$ cat config.mk
export PLATFORM = sky130hd
export DESIGN_NAME = dsrc_top
export DESIGN_NICKNAME = d
export VERILOG_FILES = /design/src/inc/dsrc_pkg.sv /design/src/design/dsrc_top.sv
export SDC_FILE = /design/constraint.sdc
export NUM_CORES = 1
export LEC_CHECK = 0
export BUFFER_PORTS_ARGS = -buffer_cell sky130_fd_sc_hd__clkbuf_2
export CELL_PAD_IN_SITES_DETAIL_PLACEMENT = 1
export CELL_PAD_IN_SITES_GLOBAL_PLACEMENT = 1
export CORE_MARGIN = 5
export CORE_UTILIZATION = 42
export DETAILED_ROUTE_END_ITERATION = 8
export HOLD_SLACK_MARGIN = 0.06
export PLACE_DENSITY = 0.82
export SLEW_MARGIN = 5
export SYNTH_ARGS = -nofsm -noshare
export SYNTH_HDL_FRONTEND = slang
export SYNTH_SLANG_ARGS = --single-unit
$ cat constraint.sdc
create_clock -name clk_i -period 3 [get_ports clk_i]
set_clock_uncertainty 0.15 [all_clocks]
set_input_delay 0.6 -clock clk_i [delete_from_list [all_inputs] [get_ports clk_i]]
set_output_delay 0.6 -clock clk_i [all_outputs]
set_load 0.02 [all_outputs]
$ cat src/inc/dsrc_pkg.sv
// dsrc_pkg: constants and types of the drive special-register block
// assumes one 100 MHz clock and a 32-bit classic wishbone register bus
package dsrc_pkg;
  // register byte offsets
  localparam logic [7:0] OFS_CLR_CODE  = 8'h00;
  localparam logic [7:0] OFS_RUN_WORD  = 8'h04;
  localparam logic [7:0] OFS_RUN_MASK  = 8'h08;
  localparam logic [7:0] OFS_ERR_CODE  = 8'h0c;
  localparam logic [7:0] OFS_STATUS    = 8'h10;
  localparam logic [7:0] OFS_ALARM     = 8'h14;
  localparam logic [7:0] OFS_DP        = 8'h18;
  localparam logic [7:0] OFS_MON1      = 8'h1c;
  localparam logic [7:0] OFS_MON2      = 8'h20;
  localparam logic [7:0] OFS_MON3      = 8'h24;
  localparam logic [7:0] OFS_CTRL      = 8'h28;
  localparam logic [7:0] OFS_CLR_STAT  = 8'h2c;
  localparam logic [7:0] OFS_RUN_FLAGS = 8'h30;
  // control register fields
  localparam int CTRL_CLR_CMD_BIT = 0;
  localparam int CTRL_SEL_BIT     = 1;
  // reset values
  localparam logic [15:0] RST_WORD = 16'h0000;
  // clear codes
  localparam logic [15:0] CLR_ALL_A  = 16'h9696;
  localparam logic [15:0] CLR_ALL_B  = 16'h9966;
  localparam logic [15:0] CLR_KEEP_A = 16'h5a5a;
  localparam logic [15:0] CLR_KEEP_B = 16'h55aa;
  // error codes
  localparam logic [15:0] ERR_NONE   = 16'h0000;
  localparam logic [15:0] ERR_ALL1   = 16'hffff;
  localparam logic [15:0] ERR_PARAM  = 16'h8000;
  // user alarm range
  localparam logic [15:0] ALARM_LO = 16'h0010;
  localparam logic [15:0] ALARM_HI = 16'h0014;
  // input function numbers
  localparam int FN_W = 6;
  localparam logic [FN_W-1:0] FN_SEQ = 6'h32;
  localparam logic [FN_W-1:0] FN_FWD = 6'h3c;
  localparam logic [FN_W-1:0] FN_REV = 6'h3d;
  // monitor selection codes and decimal-point fields
  localparam logic [7:0] MON_SEL_BASE = 8'h28;
  localparam int DP_LSB = 8;
  // operating modes
  typedef enum logic [1:0] {
    MODE_NET   = 2'b00,
    MODE_EXT   = 2'b01,
    MODE_PANEL = 2'b10
  } dsrc_mode_e;
  // clear handshake state
  typedef enum logic {
    CLR_IDLE = 1'b0,
    CLR_DONE = 1'b1
  } dsrc_clr_e;
  // one panel display slot
  typedef struct packed {
    logic        valid;
    logic [1:0]  dp;
    logic [15:0] value;
  } dsrc_disp_s;
endpackage : dsrc_pkg

$ cat src/design/dsrc_top.sv
// dsrc_top: special registers between sequence program and drive
// assumes wishbone master and drive core on clk_i; terminals are pins
// Behaviour
// - full-clear codes clear every parameter
// - partial-clear codes keep communication parameters
// - good clear: completion with error zero
// - bad code or running: error all-ones
// - run word bits 0..11 drive inputs
// - bits mapped by function params, no sequence-start
// - network mode: bit0 forward, bit1 reverse
// - mask bits enable word and flag bits
// - masked functions ignore terminal and remote
// - sequence-start always from terminal or remote only
// - word and mask ignored in panel mode
// - failed parameter write stores number plus 8000h
// - other failures store all-ones; reset zero
// - error code held until zero written
// - status word follows drive state continuously
// - alarm value 16..20 raises fault, stops
// - alarm disabled while enable param zero
// - selection 40..42 shows monitor 1..3
// - two-bit field picks display resolution
// - other decimal-point bits are ignored
//
// The register offsets and the Wishbone slave port were left to the implementer.
`timescale 1ns/1ps
module dsrc_top
  import dsrc_pkg::*;
#(
  parameter int NBITS = 12
) (
  // clock, reset, enable
  input  wire logic              clk_i,
  input  wire logic              rst_i,
  input  wire logic              ce_i,
  // wishbone slave
  input  wire logic              wb_cyc_i,
  input  wire logic              wb_stb_i,
  input  wire logic              wb_we_i,
  input  wire logic [7:0]        wb_adr_i,
  input  wire logic [3:0]        wb_sel_i,
  input  wire logic [31:0]       wb_dat_i,
  output logic      [31:0]       wb_dat_o,
  output logic                   wb_ack_o,
  // drive core
  input  wire logic [1:0]        mode_i,
  input  wire logic              motor_running_i,
  input  wire logic [15:0]       drive_state_i,
  input  wire logic              param_write_fail_i,
  input  wire logic [14:0]       param_num_i,
  input  wire logic              other_fail_i,
  input  wire logic              fault_reset_i,
  // parameters held by the drive
  input  wire logic [NBITS-1:0][FN_W-1:0] input_function_params_i,
  input  wire logic [15:0]       user_alarm_enable_param_i,
  input  wire logic [2:0][7:0]   monitor_selection_params_i,
  // input sources
  input  wire logic [NBITS-1:0]  ext_term_i,
  input  wire logic [NBITS-1:0]  net_remote_i,
  // results
  output logic [(1<<FN_W)-1:0]   func_active_o,
  output logic                   clear_all_o,
  output logic                   clear_keep_comm_o,
  output logic                   user_fault_o,
  output logic [4:0]             user_fault_code_o,
  output logic                   drive_stop_o,
  output dsrc_disp_s [2:0]       disp_o
);

  // the control word is sixteen bits wide at most
  if (NBITS < 2 || NBITS > 16) begin : g_bad
    $error("dsrc_top: NBITS must lie in 2..16");
  end

  // full or partial clear code test
  function automatic logic code_full(input logic [15:0] c);
    code_full = (c == CLR_ALL_A) || (c == CLR_ALL_B);
  endfunction : code_full

  function automatic logic code_keep(input logic [15:0] c);
    code_keep = (c == CLR_KEEP_A) || (c == CLR_KEEP_B);
  endfunction : code_keep

  // byte-lane merge of the low half-word
  function automatic logic [15:0] merge16(input logic [15:0] o,
                                          input logic [31:0] d,
                                          input logic [3:0]  s);
    merge16 = {s[1] ? d[15:8] : o[15:8], s[0] ? d[7:0] : o[7:0]};
  endfunction : merge16

  logic [15:0]      clr_code_r;
  logic [15:0]      run_r;
  logic [15:0]      mask_r;
  logic [15:0]      err_r;
  logic [15:0]      status_r;
  logic [15:0]      alarm_r;
  logic [15:0]      dp_r;
  logic [2:0][15:0] mon_r;
  logic [1:0]       ctrl_r;
  logic [15:0]      flags_r;
  logic             cmd_prev_r;
  dsrc_clr_e        clr_st_r;
  logic [NBITS-1:0] term_s1_r;
  logic [NBITS-1:0] term_s2_r;
  logic [NBITS-1:0] term_s3_r;
  logic [NBITS-1:0] term_q_r;

  // bus decode
  logic        req;
  logic        wr;
  logic [15:0] rd_nxt;
  assign req = wb_cyc_i && wb_stb_i;
  assign wr  = req && wb_we_i && wb_ack_o;

  function automatic logic wr_at(input logic [7:0] a, input logic w, input logic [7:0] ad);
    wr_at = w && (ad == a);
  endfunction : wr_at

  // ack one cycle after the request; write lands on the acked edge
  always_ff @(posedge clk_i) begin
    if (rst_i) begin
      wb_ack_o <= 1'b0;
      wb_dat_o <= 32'h0000_0000;
    end else if (ce_i) begin
      wb_ack_o <= req && !wb_ack_o;
      wb_dat_o <= {16'h0000, rd_nxt};
    end
  end

  // read mux; unmapped addresses and write-only code read zero
  always_comb begin
    rd_nxt = 16'h0000;
    unique case (wb_adr_i)
      OFS_RUN_WORD:  rd_nxt = run_r;
      OFS_RUN_MASK:  rd_nxt = mask_r;
      OFS_ERR_CODE:  rd_nxt = err_r;
      OFS_STATUS:    rd_nxt = status_r;
      OFS_ALARM:     rd_nxt = alarm_r;
      OFS_DP:        rd_nxt = dp_r;
      OFS_MON1:      rd_nxt = mon_r[0];
      OFS_MON2:      rd_nxt = mon_r[1];
      OFS_MON3:      rd_nxt = mon_r[2];
      OFS_CTRL:      rd_nxt = {14'h0000, ctrl_r};
      OFS_CLR_STAT:  rd_nxt = {15'h0000, clr_st_r == CLR_DONE};
      OFS_RUN_FLAGS: rd_nxt = flags_r;
      default:       rd_nxt = 16'h0000;
    endcase
  end

  // plain storage registers
  always_ff @(posedge clk_i) begin
    if (rst_i) begin
      clr_code_r <= RST_WORD;
      run_r      <= RST_WORD;
      mask_r     <= RST_WORD;
      flags_r    <= RST_WORD;
      dp_r       <= RST_WORD;
      mon_r      <= '0;
      ctrl_r     <= 2'b00;
    end else if (ce_i) begin
      if (wr_at(OFS_CLR_CODE, wr, wb_adr_i))  clr_code_r <= merge16(clr_code_r, wb_dat_i, wb_sel_i);
      // word and mask stay accessible in every mode
      if (wr_at(OFS_RUN_WORD, wr, wb_adr_i))  run_r <= merge16(run_r, wb_dat_i, wb_sel_i);
      if (wr_at(OFS_RUN_MASK, wr, wb_adr_i))  mask_r <= merge16(mask_r, wb_dat_i, wb_sel_i);
      if (wr_at(OFS_RUN_FLAGS, wr, wb_adr_i)) flags_r <= merge16(flags_r, wb_dat_i, wb_sel_i);
      if (wr_at(OFS_DP, wr, wb_adr_i))        dp_r <= merge16(dp_r, wb_dat_i, wb_sel_i);
      if (wr_at(OFS_MON1, wr, wb_adr_i))      mon_r[0] <= merge16(mon_r[0], wb_dat_i, wb_sel_i);
      if (wr_at(OFS_MON2, wr, wb_adr_i))      mon_r[1] <= merge16(mon_r[1], wb_dat_i, wb_sel_i);
      if (wr_at(OFS_MON3, wr, wb_adr_i))      mon_r[2] <= merge16(mon_r[2], wb_dat_i, wb_sel_i);
      if (wr_at(OFS_CTRL, wr, wb_adr_i) && wb_sel_i[0]) ctrl_r <= wb_dat_i[1:0];
    end
  end

  // status word copied every cycle
  always_ff @(posedge clk_i) begin
    if (rst_i) status_r <= RST_WORD;
    else if (ce_i) status_r <= drive_state_i;
  end

  // parameter clear: act only on the command's rising edge
  logic clr_fire;
  logic clr_ok_full;
  logic clr_ok_keep;
  assign clr_fire    = ctrl_r[CTRL_CLR_CMD_BIT] && !cmd_prev_r;
  assign clr_ok_full = !motor_running_i && code_full(clr_code_r);
  assign clr_ok_keep = !motor_running_i && code_keep(clr_code_r);

  // completion stays on until the command is dropped
  always_ff @(posedge clk_i) begin
    if (rst_i) begin
      cmd_prev_r        <= 1'b0;
      clr_st_r          <= CLR_IDLE;
      clear_all_o       <= 1'b0;
      clear_keep_comm_o <= 1'b0;
    end else if (ce_i) begin
      cmd_prev_r        <= ctrl_r[CTRL_CLR_CMD_BIT];
      clear_all_o       <= clr_fire && clr_ok_full;
      clear_keep_comm_o <= clr_fire && clr_ok_keep;
      unique case (clr_st_r)
        CLR_IDLE: if (clr_fire) clr_st_r <= CLR_DONE;
        CLR_DONE: if (!ctrl_r[CTRL_CLR_CMD_BIT]) clr_st_r <= CLR_IDLE;
      endcase
    end
  end

  // error code: the clear command outranks hardware events, which outrank the zero write
  always_ff @(posedge clk_i) begin
    if (rst_i) begin
      err_r <= ERR_NONE;
    end else if (ce_i) begin
      if (clr_fire) begin
        err_r <= (clr_ok_full || clr_ok_keep) ? ERR_NONE : ERR_ALL1;
      end else if (param_write_fail_i) begin
        err_r <= ERR_PARAM | {1'b0, param_num_i};
      end else if (other_fail_i) begin
        err_r <= ERR_ALL1;
      end else if (wr_at(OFS_ERR_CODE, wr, wb_adr_i) && merge16(err_r, wb_dat_i, wb_sel_i) == ERR_NONE) begin
        err_r <= ERR_NONE;
      end
    end
  end

  // user alarm; out-of-range values are stored but do nothing
  logic alarm_fire;
  assign alarm_fire = wr_at(OFS_ALARM, wr, wb_adr_i)
                   && user_alarm_enable_param_i != 16'h0000
                   && merge16(alarm_r, wb_dat_i, wb_sel_i) >= ALARM_LO
                   && merge16(alarm_r, wb_dat_i, wb_sel_i) <= ALARM_HI;

  always_ff @(posedge clk_i) begin
    if (rst_i) begin
      alarm_r           <= RST_WORD;
      user_fault_o      <= 1'b0;
      user_fault_code_o <= 5'h00;
      drive_stop_o      <= 1'b0;
    end else if (ce_i) begin
      if (wr_at(OFS_ALARM, wr, wb_adr_i)) alarm_r <= merge16(alarm_r, wb_dat_i, wb_sel_i);
      user_fault_o <= alarm_fire;
      if (alarm_fire) begin
        user_fault_code_o <= wb_dat_i[4:0];
        drive_stop_o      <= 1'b1;
      end else if (fault_reset_i) begin
        drive_stop_o <= 1'b0;
      end
    end
  end

  // terminal pins: three stages, accept a level when stages two and three agree
  always_ff @(posedge clk_i) begin
    if (rst_i) begin
      term_s1_r <= '0;
      term_s2_r <= '0;
      term_s3_r <= '0;
      term_q_r  <= '0;
    end else if (ce_i) begin
      term_s1_r <= ext_term_i;
      term_s2_r <= term_s1_r;
      term_s3_r <= term_s2_r;
      for (int i = 0; i < NBITS; i++) begin
        if (term_s2_r[i] == term_s3_r[i]) term_q_r[i] <= term_s3_r[i];
      end
    end
  end

  // function vector built from terminals, remote inputs and program bits
  logic [(1<<FN_W)-1:0] func_nxt;
  logic [(1<<FN_W)-1:0] term_vec;
  always_comb begin
    logic             prog_on;
    logic [FN_W-1:0]  pfn;
    logic [FN_W-1:0]  tfn;
    logic             owned;
    func_nxt = '0;
    term_vec = '0;
    prog_on  = 1'b0;
    pfn      = '0;
    tfn      = '0;
    owned    = 1'b0;
    for (int i = 0; i < NBITS; i++) begin
      tfn = input_function_params_i[i];
      pfn = input_function_params_i[i];
      if (dsrc_mode_e'(mode_i) == MODE_NET && i == 0) pfn = FN_FWD;
      if (dsrc_mode_e'(mode_i) == MODE_NET && i == 1) pfn = FN_REV;
      // mask ownership only outside panel mode
      owned   = mask_r[i] && dsrc_mode_e'(mode_i) != MODE_PANEL;
      // run word used only once the select flag is set
      prog_on = owned && (pfn != FN_SEQ)
             && ((ctrl_r[CTRL_SEL_BIT] && run_r[i]) || flags_r[i]);
      if (prog_on) func_nxt[pfn] = 1'b1;
      // sequence-start never taken from the program bits
      if ((!owned || tfn == FN_SEQ) && (term_q_r[i] || net_remote_i[i])) begin
        func_nxt[tfn] = 1'b1;
      end
      if (term_q_r[i] || net_remote_i[i]) term_vec[tfn] = 1'b1;
    end
  end

  always_ff @(posedge clk_i) begin
    if (rst_i) func_active_o <= '0;
    else if (ce_i) func_active_o <= func_nxt;
  end

  // panel display slots, one per monitor selection parameter
  for (genvar k = 0; k < 3; k++) begin : g_disp
    logic [7:0] sel;
    logic [1:0] idx;
    assign sel = monitor_selection_params_i[k] - MON_SEL_BASE;
    assign idx = sel[1:0];
    always_ff @(posedge clk_i) begin
      if (rst_i) begin
        disp_o[k] <= '0;
      end else if (ce_i) begin
        disp_o[k].valid <= sel < 8'd3;
        disp_o[k].value <= (sel < 8'd3) ? mon_r[idx] : 16'h0000;
        // only the three two-bit fields are looked at
        disp_o[k].dp    <= (sel < 8'd3) ? dp_r[DP_LSB + 2*idx +: 2] : 2'b00;
      end
    end
  end
endmodule : dsrc_top

==> results_dict.tcl, run 1 <==
set metrics [dict create \
    status "did not finish" \
    stop_stage "5_1_grt" \
    error "[ERROR GRT-0232] Routing congestion too high. Check the congestion heatmap in the GUI." \
    rows 87 \
    ys_seq_elements 375 \
    synth_area_sq_um 23800 \
    post_cts_buffers 0 \
    clockRootBuffer "clkbuf_16" \
    synth_edf_count 0 \
    synth_common_cells "nor2_1 (448), dfxtp_1 (375), nand2_1 (243), o22ai_1 (222), a21oi_1 (203)" \
    async_flop_share_pct 0 \
    yosysSeqAreaShare_pct 31.6 \
    postGrtWorstEndpoint "func_active_o[54]$_SDFFE_PP0P_/D" \
    syn_inst 3113 \
    synth_area_leaders "dfxtp_1 (32%), nor2_1 (7.1%), mux2i_1 (5.9%)" \
    start_util_pct 42.3 \
    grt-ovfl-total 10 \
    place_inst 4449 \
    dpl.hpwl_um 128000 \
    cts_max_level 2 \
    place_congestion 1.18 \
    pin_count 386 \
    yosys_warnings 0 \
    grt_max_degree 169 \
    place_ws_ps -410 \
    synth_ff_type "dfxtp_1" \
    cts_buffers 45 \
    synth_most_common_cell "nor2_1" \
    antenna_found_initial 43 \
    cts_sinks 375 \
    synth.distinct_cells 86 \
    clk_path_buf_depth 3 \
    post-synth-top-area-cell "dfxtp_1" \
    grt_util_all_layers_pct 68.7 \
    syn_area_per_cell_sq_um 7.63 \
    worst-ep-kind "register input" \
    yosysTopAreaCellShare_pct 31.6 \
    io_buffers 351 \
    fp.dieH_um 248 \
    die-width_um 248 \
]
-- layer usage --
| layer | GRT overflow | track usage (%) |
|---|---|---|
| met5 | 0 | 23.4 |
| met4 | 3 | 68.4 |
| met3 | 0 | 51.8 |
| met2 | 7 | 86.7 |
| met1 | 0 | 68.3 |
-- logic make-up after synthesis --
kind of cell    share of synthesized area (%)
compound gates                           30.1
fa+ha+maj                               0.158
buf+inv                                  5.19
flops                                    31.6
mux                                      7.13
other cells                            0.0158
simple gates                             25.8
-- stage by stage --
stage,setup TNS (ps),hold WS (ps),instance area (sq um)
2_1_floorplan,0,286,23800
3_3_place_gp,-3730,290,29400
3_5_place_dp,-7740,305,29400
4_1_cts,-13.9,67.0,31000
-- what timing repair did --
item / 4_1_cts
endpoints found under the hold margin: 0
endpoints found under the setup margin: 3
pin swaps: 0
gates resized for setup: 1
hold buffers: 0
==> inputs of run 2 (changes only) <==
--- a/config.mk
+++ b/config.mk
@@ -6,13 +6,10 @@
 export NUM_CORES = 1
 export LEC_CHECK = 0
 export BUFFER_PORTS_ARGS = -buffer_cell sky130_fd_sc_hd__clkbuf_2
-export CELL_PAD_IN_SITES_DETAIL_PLACEMENT = 1
-export CELL_PAD_IN_SITES_GLOBAL_PLACEMENT = 1
 export CORE_MARGIN = 5
-export CORE_UTILIZATION = 42
+export CORE_UTILIZATION = 35
 export DETAILED_ROUTE_END_ITERATION = 8
-export HOLD_SLACK_MARGIN = 0.06
-export PLACE_DENSITY = 0.82
+export PLACE_DENSITY_LB_ADDON = 0.15
 export SLEW_MARGIN = 5
 export SYNTH_ARGS = -nofsm -noshare
 export SYNTH_HDL_FRONTEND = slang
==> results_dict.tcl, run 2 <==
set metrics [dict create \
    post-synth-top-area-cell "dfxtp_1" \
    place_congestion 1.10 \
    synth_most_common_cell "nor2_1" \
    rsz0062_at_grt "false" \
    violations "negative setup slack" \
    drive_above_1_share_pct 28.0 \
    final_common_cell "buf_4" \
    core_area_sq_um 67300 \
    synth_ff_type "dfxtp_1" \
    top_regs "func_active_o: 64 flops, disp_o: 57 flops, mon_r: 48 flops" \
    place_ws_ps -214 \
    die_area_sq_um 73200 \
    grt_max_degree 157 \
    ys_seq_elements 375 \
    synth_common_cells "nor2_1 (448), dfxtp_1 (375), nand2_1 (243), o22ai_1 (222), a21oi_1 (203)" \
    grt_util_all_layers_pct 40.9 \
    synth_area_sq_um 23800 \
    cts_sinks 375 \
    cp.required_ps 3360 \
    finalSetupViolCount 1 \
    finalNetCount 4013 \
    yosys_warnings 0 \
    area_growth_pct 33.5 \
    end_kind "register" \
    min_period_over_period_pct 102 \
    fmax_mhz 328 \
    rows 95 \
    cts_max_level 2 \
    dpl.hpwl_um 126000 \
    wl_per_cell_um 33.9 \
    path_clk_slew_ps 60 \
    dr.pass1.iters 8 \
    worstSetupPathType "reg2reg" \
    start_kind "register" \
    synth_edf_count 0 \
    cts_buffers 44 \
    cap_violations 0 \
    clk_latency_ps 610 \
    io_buffers 351 \
    syn_area_per_cell_sq_um 7.63 \
    die-width_um 271 \
    pin_count 386 \
    syn_inst 3113 \
    yosysSeqAreaShare_pct 31.6 \
    hold_slack_ps 82.3 \
    wl_um 160000 \
    peakVddDrop_uv 535 \
    period_needed_ps 3050 \
    fp.dieH_um 271 \
    synth.distinct_cells 86 \
    grt_pass1_vias 29600 \
    regMostFlops "func_active_o" \
    grt-ovfl-total 0 \
    postLayoutSetupSlackWorst_ps -47.3 \
    clk_path_buf_depth 3 \
    post_cts_buffers 0 \
    status "finished with violations" \
    routed_via_density 6.58 \
    maxSlewHeadroom_pct 9.58 \
    drt-initial-drc-count 3723 \
    cp.arrival_ps 3400 \
    tightest_slew_ps 1350 \
    start_util_pct 35.3 \
    ant_nets 0 \
    largest_register_ff_count 64 \
    powerDensity_nw_per_um2 426 \
    hold_path_depth 3 \
    clockRootBuffer "clkbuf_16" \
    drc_errors 0 \
    crit_start "ctrl_r[1]" \
    async_flop_share_pct 0 \
    final_hold_viol_count 0 \
    yosysTopAreaCellShare_pct 31.6 \
    synth_area_leaders "dfxtp_1 (32%), nor2_1 (7.1%), mux2i_1 (5.9%)" \
    p_total_uw 13500 \
    fill_cells 6709 \
    worstHoldStart "ext_term_i[10]" \
    worst-path-max-fanout 11 \
    vias 30900 \
    rr_worst_depth 9 \
    cts_tree "done" \
    r2r_start "ctrl_r[1]" \
    layout_common_cells "buf_4 (509), nor2_1 (448), dfxtp_1 (375)" \
    grt_pass1_wl_um 220000 \
    antenna_found_initial 5 \
    min_path_type "in2reg" \
    p_leak_uw 0.0119 \
    slew_viol_final 0 \
]
==> run 2: layout make-up <==
class	instances	area (sq um)	share of cell area (%)
Inverter	15	56.3	0.178
Clock buffer	53	1210	3.83
Antenna cell	5	12.5	0.0395
Sequential cell	375	7510	23.7
Timing Repair Buffer	895	6290	19.8
Multi-Input combinational cell	2456	15200	47.8
Tap cell	873	1090	3.44
Clock inverter	28	383	1.21
==> run 2: what timing repair did <==
action,in CTS,in global routing
gates resized for setup,0,3
endpoints found under the setup margin,0,4
hold buffers,0,0
==> run 2: worst paths after layout <==
check | end | slack (ps)
worst min-delay path | term_s1_r[10] | 80
worst max-delay path | func_active_o[59] | -50
worst max register to register | func_active_o[59] | -50
worst min register to register | term_q_r[1] | 310
==> run 2: stage by stage <==
step / cell area (sq um) / setup TNS, ps / util (%) / std cells
2_1_floorplan: 23800 / 0 / - / 3128
5_1_grt: 31700 / 0 / 47.1 / 4695
3_5_place_dp: 30100 / -2500 / 44.7 / 4614
4_1_cts: 31700 / 0 / 47.1 / 4695
6_report: 31700 / -47.3 / 47.1 / 4700
3_3_place_gp: 30100 / -2310 / 44.7 / 4614
==> run 2: critical path, stage by stage (launching register included) <==
cell	delay, ps
dfxtp_1	400
a21oi_1	120
buf_4	150
nor2_1	540
o21bai_1	230
buf_4	220
o221ai_1	530
nor4_1	190
buf_4	180
a211oi_1	210
==> run 2: power by group <==
group          internal [uW]  switching [uW]
Combinational            787            1550
Clock                   3450            2520
Sequential              5080             117
==> run 2: cells by family after synthesis <==
group / count (synthesis) / synth area share [%]
other: 1 / 0.0158
AO/OA/AOI/OAI: 1053 / 30.1
buffers and inverters: 297 / 5.19
multiplexers: 160 / 7.13
AND/OR/NAND/NOR: 1224 / 25.8
flip-flops: 375 / 31.6
adder cells (fa/ha/maj): 3 / 0.158
==> run 2: per-layer routing <==
layer / global-route usage (%) / share of wire (%) / vias up
met4: 33.1 / 10 / 0
met2: 67.0 / 45 / 2209
met3: 8.64 / 8.5 / 696
li1: - / - / 13100
met5: 0 / 0 / -
met1: 45.9 / 36 / 14900
(Power assumes the default switching activity.)
==> inputs of run 3 (changes only) <==
--- a/config.mk
+++ b/config.mk
@@ -9,6 +9,7 @@
 export CORE_MARGIN = 5
 export CORE_UTILIZATION = 35
 export DETAILED_ROUTE_END_ITERATION = 8
+export MAX_ROUTING_LAYER = met4
 export PLACE_DENSITY_LB_ADDON = 0.15
 export SLEW_MARGIN = 5
 export SYNTH_ARGS = -nofsm -noshare
==> results_dict.tcl, run 3 (synthesis gave the netlist of run 2 again) <==
set metrics [dict create \
    grt_pass1_wl_um 228000 \
    layout_common_cells "buf_4 (496), nor2_1 (447), dfxtp_1 (375)" \
    cp_top_family "compound AO/OA/AOI/OAI gates" \
    internal_power_uw 9410 \
    io_buffers 351 \
    r2r_end "func_active_o[40]" \
    cp.arrival_ps 3170 \
    highest_layer "met4" \
    drc_errors 0 \
    clk_path_buf_depth 3 \
    met2WireLength_um 73200 \
    critPathBufInv 4 \
    post_cts_buffers 0 \
    grt-ovfl-total 0 \
    critical_path.slowest_cell "nor4_1" \
    routed_via_density 6.68 \
    rows 95 \
    fin_area_sq_um 31700 \
    rrSetupSlack_ps 180 \
    fp.dieH_um 271 \
    pin_count 386 \
    peakVddDrop_uv 488 \
    hold_path_depth 3 \
    die_area_sq_um 73200 \
    regMostFlops "func_active_o" \
    switchingPower_uw 4300 \
    min_period_over_period_pct 94.0 \
    area_growth_pct 33.3 \
    cts_max_level 2 \
    holdBufCountCts 0 \
    dpl.hpwl_um 129000 \
    r2r_start "ctrl_r[1]" \
    cp.required_ps 3340 \
    dpl_cell_area_sq_um 30000 \
    vias 31300 \
    p_leak_uw 0.0119 \
    crit_path_frequent_cell "buf_4" \
    wl_per_cell_um 35.3 \
    worstSetupPathType "reg2reg" \
    drive_above_1_share_pct 27.9 \
    power_frac_seq_pct 37.9 \
    worstPathCellList "buf_12 > a21oi_1 > o2111ai_2 > buf_4 > o211ai_2 > buf_4 > o22ai_1 > nor4_1 > buf_4 > a31oi_1" \
    die-width_um 271 \
    rr_worst_depth 10 \
    wl_um 166000 \
    dr.pass1.iters 7 \
    grt_util_all_layers_pct 43.8 \
    p_total_uw 13700 \
    top_regs "func_active_o: 64 flops, disp_o: 57 flops, mon_r: 48 flops" \
    start_util_pct 35.3 \
    powerDensity_nw_per_um2 433 \
    min_path_type "in2reg" \
    place_congestion 1.10 \
    finalSetupViolCount 0 \
    slew_viol_final 0 \
    hold_slack_ps 75.0 \
    core_area_sq_um 67300 \
    final_common_cell "buf_4" \
    power_frac_comb_pct 17.3 \
    postLayoutSetupSlackWorst_ps 179 \
    rsz0062_at_grt "false" \
    min_to "term_s1_r[9]" \
    cap_violations 0 \
    fill_cells 6569 \
    antenna_found_initial 8 \
    final_hold_viol_count 0 \
    grt_pass1_vias 29800 \
    grt_max_degree 227 \
    place_ws_ps -352 \
    tightest_slew_ps 1100 \
    largest_register_ff_count 64 \
    cts_tree "done" \
    maxSlewHeadroom_pct 26.4 \
    status "completed" \
    period_needed_ps 2820 \
    start_kind "register" \
    path_clk_slew_ps 70 \
    drt-initial-drc-count 4007 \
    cts_sinks 375 \
    met3_length_um 14300 \
    slowest_delay_ps 500 \
    ant_nets 0 \
    worstHoldStart "ext_term_i[9]" \
    wl_met1_um 59100 \
    post_cts_resized 0 \
    clockRootBuffer "clkbuf_16" \
    cts_buffers 45 \
    finalNetCount 4001 \
    sw_frac_of_total_pct 31.4 \
    end_kind "register" \
    fmax_mhz 354 \
    clk_latency_ps 620 \
    fin_util_pct 47.1 \
    worst-path-max-fanout 13 \
    clkPwrFrac_pct 44.8 \
]
==> run 3: changes by cell type in the layout (fill, tap and decap cells not counted), sizes merged <==
| cell | delta |
|---|---|
| buf | -13 |
| clkinv | -6 |
| inv | +5 |
| clkinvlp | +2 |
| diode | +2 |
| bufinv | +1 |
==> run 3: worst max-delay path by stage <==
| stage | startpoint | end | slack, ps | depth (start not counted) |
|---|---|---|---|---|
| 2_1_floorplan | input_function_params_i[48] | func_active_o[27] | 200 | 8 |
| 3_3_place_gp | input_function_params_i[30] | func_active_o[40] | -390 | 10 |
| 3_5_place_dp | input_function_params_i[30] | func_active_o[40] | -350 | 10 |
| 4_1_cts | ctrl_r[1] | func_active_o[40] | 90 | 9 |
| 5_1_grt | ctrl_r[1] | func_active_o[49] | 70 | 11 |
| 6_report | ctrl_r[1] | func_active_o[40] | 180 | 10 |
==> run 3: metal layers <==
metal	GRT usage, %	up-vias
li1	-	13100
met1	48.9	15100
met2	68.0	2410
met3	7.67	785
met4	37.5	0
met5	-	-
==> run 3: power groups by stage <==
stage	combinational, uW	sequential [uW]	clock [uW]
after floorplan	993	5300	0
after global placement	2260	5300	0
after detailed placement	2270	5310	0
after CTS	2280	5200	6170
after global routing	2420	5200	6400
final	2370	5200	6140
==> run 3: area by class of cell <==
type	instances	area (sq um)	area share, %
Antenna cell	7	17.5	0.0553
Clock buffer	53	1210	3.81
Clock inverter	30	428	1.35
Inverter	15	56.3	0.178
Multi-Input combinational cell	2456	15200	47.9
Sequential cell	375	7510	23.7
Tap cell	873	1090	3.45
Timing Repair Buffer	882	6200	19.6
==> run 3: worst reg2reg max path, stage by stage, from the launching register on <==
cell       delay (ps)
dfxtp_1           340
buf_12            160
a21oi_1           450
o2111ai_2         190
buf_4             200
o211ai_2          120
buf_4             230
o22ai_1            90
nor4_1            500
buf_4             210
a31oi_1            80
==> run 3: through the flow <==
step                instances  setup TNS, ps
floorplan                3128              0
global placement         4601          -5300
detailed placement       4601          -6250
CTS                      4684              0
global route             4691              0
finish                   4691              0
